$ cat src/charge_cfg.svh
// Timing, address and field constants of the charge mode sequencer
`ifndef CHARGE_CFG_SVH
`define CHARGE_CFG_SVH

// ****************************************
// Clocking and timer chain
// ****************************************
`define CLK_HZ            40000000
`define OSC_DIV           40
`define TIMER_STAGES      34
`define SW1_BYPASS        19
`define SW2_BYPASS        11
`define SWA_BYPASS        5
`define SWB_BYPASS        11
`define SEL_CODE_BASE     4'h1

// ****************************************
// Times in their own units
// ****************************************
`define HOLDOFF_S         177
`define SAMPLE_PERIOD_MS  1380
`define GATE_LOW_US       1000

// ****************************************
// Register map
// ****************************************
`define ADDR_CTRL         8'h00
`define ADDR_STATUS       8'h04
`define CTRL_RESET        32'h00000002
`define CTRL_INHIBIT_BIT  0
`define CTRL_SLOPE_EN_BIT 1
`define SLOPES_TO_LATCH   2'h2

`endif

$ cat src/charge_pkg.sv
// Types shared by the charge mode sequencer
package charge_pkg;

    typedef enum logic [1:0] {
        MODE_TRICKLE,
        MODE_FAST,
        MODE_LATCHED
    } mode_t;

    typedef struct packed {
        mode_t       mode;
        logic        fast_trickle;
        logic        gate_out;
        logic        prev_window;
        logic        prev_supply;
        logic        rst_pulse;
        logic        otemp_latch;
        logic [1:0]  slope_cnt;
        logic        slope_seen;
        logic        prev_slope;
        logic [7:0]  prescale;
        logic        tick;
        logic        inhibit;
        logic        slope_en;
        logic        pready;
        logic        pslverr;
        logic [31:0] prdata;
    } seq_state_t;

endpackage

$ cat src/input_sync.sv
// Two-flop synchroniser for a bundle of comparator levels
`timescale 1ns/10ps
module input_sync #(
    parameter int W = 1
) (
    // Clock and reset
    input  wire logic         core_clk,
    input  wire logic         rst,
    // Levels
    input  wire logic [W-1:0] d,
    output logic      [W-1:0] q
);

    typedef struct packed {
        logic [W-1:0] s1;
        logic [W-1:0] s2;
    } sync_t;

    sync_t st;
    sync_t next_st;

    always_comb begin
        next_st.s1 = d;
        next_st.s2 = st.s1;
    end

    always_ff @(posedge core_clk or posedge rst) begin
        if (rst) begin
            st <= '0;
        end else begin
            st <= next_st;
        end
    end

    assign q = st.s2;

endmodule

$ cat src/step_counter.sv
// Counter advancing by a selectable step, used for each divider chain
`timescale 1ns/10ps
module step_counter #(
    parameter int W = 8
) (
    // Clock and reset
    input  wire logic         core_clk,
    input  wire logic         rst,
    // Control
    input  wire logic         clr,
    input  wire logic         en,
    input  wire logic [W-1:0] step,
    output logic      [W-1:0] count
);

    typedef struct packed {
        logic [W-1:0] value;
    } cnt_t;

    cnt_t st;
    cnt_t next_st;

    always_comb begin
        next_st = st;
        if (clr) begin
            next_st.value = '0;
        end else if (en) begin
            next_st.value = st.value + step;
        end
    end

    always_ff @(posedge core_clk or posedge rst) begin
        if (rst) begin
            st <= '0;
        end else begin
            st <= next_st;
        end
    end

    assign count = st.value;

endmodule

$ cat src/charge_mode_sequencer.sv
// Charge mode sequencer: fast, trickle and latched trickle control with APB access
//
// Operation
// - Window entry selects fast and pulses reset
// - Two slope events after holdoff latch trickle
// - Latched trickle cleared only by reset pulse
// - Sense outside window forces plain trickle, except low sense in timer mode before expiry
// - Timer expiry in timer mode latches trickle
// - Fast entered only with supply, window, backup good
// - Under temperature holds trickle in temperature mode, no latching
// - Over temperature latch forces latched trickle
// - Undervoltage forces trickle, resets timer, latch
// - Backup timer is a 34-stage divider
// - Switch one skips 19 stages below window
// - Switch one delay scales the seven limits
// - Switch two skips 11 stages when selected below window
// - Switch two delay exercises skipped stages
// - Section A speeds sample gate 32 times
// - Section B speeds holdoff 2048 times
// - Sample gate pulses; low sense resets slopes
// - Select inputs pick limit or temperature mode
`include "charge_cfg.svh"
`timescale 1ns/10ps
module charge_mode_sequencer #(
    parameter int unsigned OSC_DIV       = `OSC_DIV,
    parameter int unsigned TIMER_STAGES  = `TIMER_STAGES,
    parameter int unsigned HOLDOFF_TICKS = `HOLDOFF_S * (`CLK_HZ / `OSC_DIV),
    parameter int unsigned SAMPLE_TICKS  = `SAMPLE_PERIOD_MS * (`CLK_HZ / `OSC_DIV / 1000),
    parameter int unsigned GATE_TICKS    = `GATE_LOW_US * (`CLK_HZ / `OSC_DIV / 1000000)
) (
    // Clock and reset
    input  wire logic        core_clk,
    input  wire logic        rst,
    // APB slave
    input  wire logic        psel,
    input  wire logic        penable,
    input  wire logic        pwrite,
    input  wire logic [7:0]  paddr,
    input  wire logic [31:0] pwdata,
    output logic      [31:0] prdata,
    output logic             pready,
    output logic             pslverr,
    // Comparator levels from the analog front end
    input  wire logic        sense_below_low,
    input  wire logic        sense_above_high,
    input  wire logic        neg_slope_event,
    input  wire logic        select_a_upper_ref,
    input  wire logic        select_b_thermistor,
    input  wire logic        select_c_lower_ref,
    input  wire logic        select_a_test_bias,
    input  wire logic        temp_under,
    input  wire logic        temp_over,
    input  wire logic        supply_ok,
    input  wire logic        supply_uvlo,
    // Charger controls
    output logic             fast_trickle,
    output logic             sample_gate_out
);

    localparam int TW = TIMER_STAGES + 1;
    localparam int CW = 32;
    localparam logic [TW-1:0] STEP_ONE = TW'(1);
    localparam logic [TW-1:0] STEP_SW1 = TW'(1) << `SW1_BYPASS;
    localparam logic [TW-1:0] STEP_SW2 = TW'(1) << `SW2_BYPASS;
    localparam logic [CW-1:0] STEP_A   = CW'(1) << `SWA_BYPASS;
    localparam logic [CW-1:0] STEP_B   = CW'(1) << `SWB_BYPASS;

    // ****************************************
    // Elaboration checks
    // ****************************************
    if (OSC_DIV < 1 || OSC_DIV > 256) begin : g_chk_div
        $error("OSC_DIV must lie in 1..256");
    end
    if (TIMER_STAGES < `SW1_BYPASS + 1 || GATE_TICKS >= SAMPLE_TICKS) begin : g_chk_cnt
        $error("Timer stages or sample gate timing out of range");
    end

    // ****************************************
    // Input synchronisers
    // ****************************************
    logic [10:0] pins_q;
    logic        low_q, high_q, slope_q, sel_a_q, sel_b_q, sel_c_q;
    logic        test_q, under_q, over_q, supply_q, uvlo_q;

    input_sync #(.W(11)) u_sync (
        .core_clk (core_clk),
        .rst      (rst),
        .d        ({sense_below_low, sense_above_high, neg_slope_event,
                    select_a_upper_ref, select_b_thermistor, select_c_lower_ref,
                    select_a_test_bias, temp_under, temp_over, supply_ok, supply_uvlo}),
        .q        (pins_q)
    );

    assign {low_q, high_q, slope_q, sel_a_q, sel_b_q, sel_c_q,
            test_q, under_q, over_q, supply_q, uvlo_q} = pins_q;

    charge_pkg::seq_state_t st;
    charge_pkg::seq_state_t next_st;

    // ****************************************
    // Decoded conditions
    // ****************************************
    logic          window_q;
    logic          timer_mode;
    logic [3:0]    sel_code;
    logic [TW-1:0] timer_limit;
    logic [TW-1:0] timer_cnt;
    logic [TW-1:0] timer_step;
    logic          timer_exp;
    logic [CW-1:0] hold_cnt;
    logic          hold_done;
    logic [CW-1:0] sample_cnt;
    logic          sample_wrap;
    logic          slope_rise;
    logic          backup_ok;
    logic          allow_fast;
    logic          test_hold;
    logic          latch_cond;

    assign window_q    = !low_q && !high_q;
    assign timer_mode  = sel_a_q || sel_b_q || sel_c_q;
    assign sel_code    = {1'b0, sel_c_q, sel_b_q, sel_a_q} + `SEL_CODE_BASE;
    assign timer_limit = TW'(sel_code) << (TIMER_STAGES - 3);
    assign timer_exp   = timer_mode && (timer_cnt >= timer_limit);
    assign hold_done   = hold_cnt >= CW'(HOLDOFF_TICKS);
    assign sample_wrap = sample_cnt >= CW'(SAMPLE_TICKS);
    assign slope_rise  = slope_q && !st.prev_slope;

    // Switch two wins over switch one when both are entered
    always_comb begin
        if (low_q && test_q) begin
            timer_step = STEP_SW2;
        end else if (low_q) begin
            timer_step = STEP_SW1;
        end else begin
            timer_step = STEP_ONE;
        end
    end

    assign backup_ok  = timer_mode ? !timer_exp : (!under_q && !st.otemp_latch);
    assign allow_fast = supply_q && !uvlo_q && window_q && backup_ok && !st.inhibit;
    // Low sense in timer mode keeps fast until expiry, so the tester sees the scaled delay
    assign test_hold  = low_q && timer_mode && !timer_exp && supply_q && !uvlo_q;
    assign latch_cond = (st.slope_cnt == `SLOPES_TO_LATCH) || timer_exp;

    // ****************************************
    // Divider chains
    // ****************************************
    step_counter #(.W(TW)) u_timer (
        .core_clk (core_clk),
        .rst      (rst),
        .clr      (st.rst_pulse || uvlo_q),
        .en       (st.tick && st.mode == charge_pkg::MODE_FAST && !timer_exp),
        .step     (timer_step),
        .count    (timer_cnt)
    );

    step_counter #(.W(CW)) u_holdoff (
        .core_clk (core_clk),
        .rst      (rst),
        .clr      (st.rst_pulse),
        .en       (st.tick && !hold_done),
        .step     (test_q ? STEP_B : CW'(1)),
        .count    (hold_cnt)
    );

    step_counter #(.W(CW)) u_sample (
        .core_clk (core_clk),
        .rst      (rst),
        .clr      (sample_wrap),
        .en       (st.tick),
        .step     (test_q ? STEP_A : CW'(1)),
        .count    (sample_cnt)
    );

    // ****************************************
    // Next state
    // ****************************************
    logic apb_access;
    logic addr_ok;

    assign apb_access = psel && penable && !st.pready;
    assign addr_ok    = (paddr == `ADDR_CTRL) || (paddr == `ADDR_STATUS && !pwrite);

    always_comb begin
        next_st = st;

        // Oscillator tick
        if (st.prescale == 8'(OSC_DIV - 1)) begin
            next_st.prescale = 8'h00;
            next_st.tick     = 1'b1;
        end else begin
            next_st.prescale = st.prescale + 8'h01;
            next_st.tick     = 1'b0;
        end

        // Reset pulse on window entry or supply rise
        next_st.prev_window = window_q;
        next_st.prev_supply = supply_q;
        next_st.rst_pulse   = (window_q && !st.prev_window) || (supply_q && !st.prev_supply);

        // Overtemperature latch; lockout holds it clear, otherwise set beats clear
        if (uvlo_q) begin
            next_st.otemp_latch = 1'b0;
        end else if (!timer_mode && over_q) begin
            next_st.otemp_latch = 1'b1;
        end else if (st.rst_pulse) begin
            next_st.otemp_latch = 1'b0;
        end

        // Negative slope counting per sample period
        next_st.prev_slope = slope_q;
        if (low_q || st.rst_pulse || !st.slope_en) begin
            next_st.slope_cnt  = 2'h0;
            next_st.slope_seen = 1'b0;
        end else if (slope_rise && hold_done && window_q) begin
            if (st.slope_cnt != `SLOPES_TO_LATCH) begin
                next_st.slope_cnt = st.slope_cnt + 2'h1;
            end
            next_st.slope_seen = 1'b1;
        end else if (sample_wrap) begin
            if (!st.slope_seen) begin
                next_st.slope_cnt = 2'h0;
            end
            next_st.slope_seen = 1'b0;
        end

        // Mode selection
        unique case (st.mode)
            charge_pkg::MODE_LATCHED: begin
                if (st.rst_pulse) begin
                    next_st.mode = charge_pkg::MODE_TRICKLE;
                end
            end
            charge_pkg::MODE_FAST: begin
                if (st.otemp_latch || latch_cond) begin
                    next_st.mode = charge_pkg::MODE_LATCHED;
                end else if (!allow_fast && !test_hold) begin
                    next_st.mode = charge_pkg::MODE_TRICKLE;
                end
            end
            charge_pkg::MODE_TRICKLE: begin
                if (st.otemp_latch) begin
                    next_st.mode = charge_pkg::MODE_LATCHED;
                end else if (allow_fast) begin
                    next_st.mode = charge_pkg::MODE_FAST;
                end
            end
            default: begin
                next_st.mode = charge_pkg::MODE_TRICKLE;
            end
        endcase
        next_st.fast_trickle = (next_st.mode == charge_pkg::MODE_FAST);

        // Sample gate low at the start of each period
        next_st.gate_out = !(sample_cnt < CW'(GATE_TICKS));

        // APB slave, one wait state
        next_st.pready  = apb_access;
        next_st.pslverr = apb_access && !addr_ok;
        next_st.prdata  = 32'h00000000;
        if (apb_access && addr_ok) begin
            if (pwrite) begin
                next_st.inhibit  = pwdata[`CTRL_INHIBIT_BIT];
                next_st.slope_en = pwdata[`CTRL_SLOPE_EN_BIT];
            end else if (paddr == `ADDR_CTRL) begin
                next_st.prdata = {30'h0, st.slope_en, st.inhibit};
            end else begin
                next_st.prdata = {17'h0, st.gate_out, st.slope_cnt, uvlo_q, window_q,
                                  sel_c_q, sel_b_q, sel_a_q, timer_mode, hold_done,
                                  timer_exp, st.otemp_latch, st.fast_trickle, st.mode};
            end
        end
    end

    always_ff @(posedge core_clk or posedge rst) begin
        if (rst) begin
            st          <= '0;
            st.mode     <= charge_pkg::MODE_TRICKLE;
            st.gate_out <= 1'b1;
            st.inhibit  <= 1'b0;
            st.slope_en <= 1'b1;
        end else begin
            st <= next_st;
        end
    end

    assign fast_trickle    = st.fast_trickle;
    assign sample_gate_out = st.gate_out;
    assign prdata          = st.prdata;
    assign pready          = st.pready;
    assign pslverr         = st.pslverr;
endmodule

$ cat config.mk
export PLATFORM = sky130hd
export DESIGN_NAME = charge_mode_sequencer
export DESIGN_NICKNAME = d
export VERILOG_FILES = /design/src/charge_pkg.sv /design/src/input_sync.sv /design/src/step_counter.sv /design/src/charge_mode_sequencer.sv
export VERILOG_INCLUDE_DIRS = /design/src
export SDC_FILE = /design/constraint.sdc
export NUM_CORES = 1
export LEC_CHECK = 0
export BUFFER_PORTS_ARGS = -buffer_cell sky130_fd_sc_hd__buf_2
export CAP_MARGIN = 0
export CORE_UTILIZATION = 30
export DETAILED_ROUTE_END_ITERATION = 12
export GPL_TIMING_DRIVEN = 1
export SKIP_LAST_GASP = 1
export SYNTH_ARGS = -nofsm -noshare
export SYNTH_HDL_FRONTEND = slang
export SYNTH_SLANG_ARGS = --single-unit
$ cat constraint.sdc
create_clock -name core_clk -period 5.3 [get_ports core_clk]
set_input_delay 0.795 -clock core_clk [delete_from_list [all_inputs] [get_ports core_clk]]
set_output_delay 0.795 -clock core_clk [all_outputs]
set_load 0.03 [all_outputs]
==> metrics.yaml, run 1 <==
global_route:
  grt_pass1_vias: 5253
  grt_pass1_wl_um: 25800
  grt.overflow.total: 0
  grt_antenna_before_repair: 0
  grt_usage_pct: 12.3
  grt_max_degree: 96
sta:
  rsz0062_at_grt: "no"
  setup_viol: 0
  fmax_ghz: 0.296
  max_slew_margin_pct: 38.4
  timing.final.crit_share_pct: 63.8
  worst_slew_pin_slew_ns: 0.924
  hold_violations: 0
  hold_slack_ns: 0.348
  skew_ns: 0.0102
  fin_tns_setup_ns: 0
  period_needed_ns: 3.38
  report.final.slew_viol_count: 0
routing:
  drtAntennaViolNets: 0
  vias: 5394
  wl_um: 14800
  vias_per_cell: 4.76
  firstDrtPassIters: 6
  first_iter_violations: 227
  drc: 0
  wl_per_cell_um: 13.1
yosys:
  ys_seq_area_share_pct: 52.5
  synth-async-reset-ratio_pct: 100
  syn_area_per_cell_um2: 10.2
  syn-cell-area_um2: 7680
  yosys.area.top_type: "dfrtp_1"
  synth_top_area_share_pct: 51.8
  synth_edf_count: 0
  post-synth-top-count-cell: "dfrtp_1"
  ys_ff_latch: 161
  ys.flop_type: "dfrtp_1"
  yosysWarnings: 0
  syn_inst: 752
  synth_area_leaders: "dfrtp_1 (52%), xnor2_1 (5.0%), nor2_1 (5.0%), buf_4 (3.3%), ha_1 (2.9%)"
  ys_types: 53
  yosys-top-cells-count: "dfrtp_1 (159), nor2_1 (102), nand2_1 (49)"
placement:
  routabilityCongestion: 0.762
  place_hpwl_um: 10100
  numPortBuffers: 44
power:
  p_sw_share_pct: 23.9
  seq_power_share_pct: 48.0
  clkPwrFrac_pct: 47.8
  p_per_area_nw_per_um2: 300
  intPower_mw: 2.00
  power.leakage_nw: 3.81
  net-switching-power_uw: 625
  ir_worst_vdd_v: 0.000233
  combPwrFrac_pct: 4.2
floorplan:
  core_um2: 25100
  dieWidth_um: 162
  num_rows: 58
  pin_count: 92
  die-area_um2: 26200
  initial_core_util_pct: 30.6
  die_y_um: 162
clocking:
  post_cts_buffers: 0
  h-tree-depth: 4
  clock_sinks: 161
  postCtsHoldBufs: 0
  cts.reportedPaths.clkPinSlew_ns: 0.07
  tritoncts: "built"
  clk_latency_ns: 0.43
  post_cts_resized: 0
  root_buffer: "clkbuf_16"
  cts_inserted_buffers: 17
  cts.path.max_buffers: 2
critical_path:
  setup.worst_path.class: "register to register"
  cp_max_fo: 20
  ff2ff_path_depth: 10
  cp-start-kind: "register"
  cp-end-kind: "register"
  arrival_ns: 3.70
  required_ns: 5.62
cells_and_area:
  drive_gt1_share_pct: 12.7
  antenna_cells: 0
  fillers: 2549
  area_growth_pct: 13.6
  nNetsFinal: 865
  postLayoutCoreUtil_pct: 34.7
job:
  maxCapViolCount: 0
worst_hold_path:
  worst_hold_path_type: "register to register"
  min_delay_path_depth: 0
outcome:
  status: "completed"
==> layout make-up <==
cell class              count  area [µm²]  area share [%]
well taps                 330         413            4.73
clock inverters            14         170            1.95
repair buffers             48         250            2.87
multi-input cells         544        3340            38.3
clock buffers              18         439            5.04
inverters                  19        76.3           0.875
flip-flops and latches    161        4030            46.2
==> critical path, stage by stage, from the launching register on <==
cell and delay (ns):
dfrtp_1 0.39, inv_1 0.09, ha_1 0.28, inv_1 0.04, ha_1 0.29, nor2b_1 0.15
o2111ai_1 0.23, nand4bb_1 0.72, nor2_1 0.70, a31oi_1 0.16, a41o_1 0.22
==> power by group through the flow <==
stage	logic, mW	registers (mW)	clock network [mW]
2_1_floorplan	0.0903	1.28	0
3_3_place_gp	0.112	1.28	0
3_5_place_dp	0.113	1.28	0
4_1_cts	0.113	1.26	1.29
5_1_grt	0.125	1.26	1.34
6_report	0.110	1.26	1.25
==> cell usage in the layout, fill, tap and decap left out, types with 4 or more instances in the layout <==
master / count
a21oi_1: 29
clkbuf_16: 17
ha_1: 18
or4_1: 7
nand4_1: 15
and3_1: 17
a211oi_1: 4
nor3_1: 23
o2111ai_1: 4
conb_1: 28
xor2_1: 16
mux2i_1: 9
inv_6: 5
buf_2: 44
a41o_1: 5
nor4_1: 22
dfrtp_1: 159
and4_1: 6
or2_2: 5
nor3b_1: 4
nor2_1: 102
a31o_2: 7
nand3_1: 36
nor2b_1: 10
xnor2_1: 44
o21ai_0: 21
a31oi_1: 6
inv_1: 18
or3_1: 15
nor4b_1: 7
buf_4: 4
nand2_1: 49
==> metrics by stage <==
stage	instance area (µm²)	cells	setup WS (ns)	power [mW]
3_3_place_gp	8110	1102	1.95	1.39
6_report	8720	1134	1.92	2.62
3_5_place_dp	8110	1102	1.94	1.39
2_1_floorplan	7780	779	0.160	1.37
4_1_cts	8720	1134	1.92	2.66
5_1_grt	8720	1134	1.60	2.73
==> sequential cells by signal (all words and copies together) (netlist names) <==
name,count
prdata,15
sample_gate_out,1
pready,1
st,21
u_sync.next_st,11
u_sync.q,11
u_holdoff.count,32
pslverr,1
fast_trickle,1
u_timer.count,35
u_sample.count,32
==> cell families after synthesis <==
| kind of cell | after synthesis | share of synthesized area (%) |
|---|---|---|
| compound gates | 94 | 8.26 |
| xor+xnor | 60 | 6.84 |
| fa+ha+maj | 18 | 2.93 |
| buf+inv | 74 | 5.30 |
| flops | 161 | 52.5 |
| mux | 11 | 1.47 |
| other cells | 1 | 0.0488 |
| simple gates | 333 | 22.6 |
==> path summary, 6_finish.rpt <==
kind,slack (ns),end,start
min reg2reg,0.35,u_sync.q[1],u_sync.next_st[1]
max in group asynchronous,3.74,sample_gate_out,rst
min in group asynchronous,0.52,u_sync.next_st[10],rst
max,1.92,u_timer.count[21],u_sync.q[7]
min,0.35,u_sync.q[1],u_sync.next_st[1]
max reg2reg,1.92,u_timer.count[21],u_sync.q[7]
==> per-layer routing <==
metal	track usage (%)	share of wire [%]
met1	16.7	50
met2	19.1	45
met3	3.35	3.9
met4	3.34	1.0
met5	0	0
No activity file was read; power rests on OpenSTA's default activity.
==> run 2: changes to the inputs <==
Clock period 5.3 ns to 2.7 ns, I/O delays scaled along.
==> metrics.yaml, run 2 (synthesis gave the netlist of run 1 again) <==
sta:
  skew_ns: 0.0104
  period_needed_ns: 2.64
  rsz0062_at_grt: "yes"
  timing.final.crit_share_pct: 97.8
  max_slew_margin_pct: 46.8
  hold_violations: 0
  worst_slew_pin_slew_ns: 0.795
  report.final.slew_viol_count: 0
  setup_viol: 0
  fin_tns_setup_ns: 0
  fmax_ghz: 0.379
  setup_slack_ns: 0.0581
clocking:
  h-tree-depth: 4
  tritoncts: "built"
  cts.reportedPaths.clkPinSlew_ns: 0.07
  root_buffer: "clkbuf_16"
  cts.path.max_buffers: 2
  clk_latency_ns: 0.42
  cts_inserted_buffers: 17
  postCtsHoldBufs: 0
  clock_sinks: 161
cells_and_area:
  mostFrequentLayoutCells: "dfrtp_1 (159), nor2_1 (102), nand2_1 (48)"
  nNetsFinal: 891
  final_common_cell: "dfrtp_1"
  drive_gt1_share_pct: 17.6
  antenna_cells: 0
  fillers: 2506
  regArea_um2: 4030
  largest_reg_flops: 35
  multi_input_area_um2: 3450
  area_growth_pct: 18.2
power:
  net-switching-power_mw: 1.28
  intPower_mw: 3.93
  clkPwrFrac_pct: 47.8
  combPwrFrac_pct: 4.9
  p_sw_share_pct: 24.5
  power.leakage_nw: 3.96
  p_per_area_nw_per_um2: 574
  ir_worst_vdd_v: 0.000404
  seq_power_share_pct: 47.3
routing:
  vias_per_cell: 4.73
  drc: 1
  wl_per_cell_um: 13.2
  wl_um: 15300
  vias: 5485
  first_iter_violations: 321
  firstDrtPassIters: 8
  drtAntennaViolNets: 0
critical_path:
  arrival_ns: 2.98
  max_stage_delay_ns: 0.44
  slowest_stage: "or4_4"
  crit_chain: "ha_2 -> xnor2_1 -> ha_1 -> nand2_2 -> or4_4 -> nor4_4 -> buf_6 -> nor4_4 -> buf_6 -> a31o_2 -> a21oi_1"
  cp-end-kind: "register"
  required_ns: 3.04
  setup.worst_path.class: "register to register"
  r2r-start: "u_sync.q[6]"
  r2r_slack_ns: 0.06
  cp-start-kind: "register"
  cp_max_fo: 6
  critPathLaunch: "u_sync.q[6]"
floorplan:
  die-area_um2: 26200
  core_um2: 25100
  dieWidth_um: 162
  die_y_um: 162
  pin_count: 92
  num_rows: 58
  initial_core_util_pct: 30.6
job:
  maxCapViolCount: 0
global_route:
  grt_pass1_vias: 5152
  grt_antenna_before_repair: 0
  grt_max_degree: 91
  grt_usage_pct: 12.2
  grt.overflow.total: 0
  grt_pass1_wl_um: 25700
placement:
  place_hpwl_um: 10200
  numPortBuffers: 44
  pre_cts_ws_ns: 0.0415
  routabilityCongestion: 0.777
outcome:
  violations: "design-rule violations"
  status: "complete, but fails checks"
worst_hold_path:
  worst_hold_path_type: "input port to register"
  hold_start: "select_b_thermistor"
[run 2: worst paths after layout]
check	end	cells past startpoint
max	u_timer.count[34]	11
min	u_sync.next_st[6]	1
max reg2reg	u_timer.count[34]	11
min reg2reg	u_sync.q[3]	0
max in group asynchronous	sample_gate_out	3
min in group asynchronous	st[40]	3
[run 2: critical path: cells and delay by family, from the launching register on]
kind / cells / cell delay (ns)
AO/OA/AOI/OAI: 2 / 0.34
XOR/XNOR: 1 / 0.12
buffers and inverters: 2 / 0.30
adder cells (fa/ha/maj): 2 / 0.54
AND/OR/NAND/NOR: 4 / 0.86
flip-flops: 1 / 0.41
[run 2: power groups by stage]
| stage | Clock [mW] | Combinational [mW] | Sequential [mW] |
|---|---|---|---|
| 4_1_cts | 2.55 | 0.243 | 2.47 |
| 3_3_place_gp | 0 | 0.241 | 2.51 |
| 2_1_floorplan | 0 | 0.178 | 2.51 |
| 5_1_grt | 2.66 | 0.286 | 2.47 |
| 6_report | 2.49 | 0.255 | 2.47 |
| 3_5_place_dp | 0 | 0.242 | 2.51 |
[run 2: repair_timing]
item                       in CTS  in global routing
setup endpoints to repair       0                 34
gates resized for setup         0                 26
buffers inserted                0                  4
[run 2: cell type report]
class / count / area share (%)
Sequential cell: 161 / 44.4
Multi-Input combinational cell: 544 / 38.0
Timing Repair Buffer: 74 / 5.43
Clock buffer: 17 / 4.69
Tap cell: 330 / 4.55
Clock inverter: 15 / 2.07
Inverter: 19 / 0.827
[run 2: per-stage QoR]
step           area (µm²)  util [%]  power, mW  std cells  hold slack, ns
2_1_floorplan        7780         -       2.69        779           0.331
3_3_place_gp         8290      33.0       2.75       1123           0.334
5_1_grt              9080      36.2       5.41       1160          0.0652
6_report             9080      36.2       5.21       1160          0.0849
4_1_cts              8910      35.5       5.26       1155          0.0663
3_5_place_dp         8290      33.0       2.75       1123           0.335
[run 2: routing by layer]
metal / wire length [µm] / share of wire (%) / global-route usage [%]
met1: 7900 / 52 / 17.2
met5: 0 / 0 / 0
met4: 199 / 1.3 / 4.55
met3: 534 / 3.5 / 2.71
met2: 6680 / 44 / 18.3
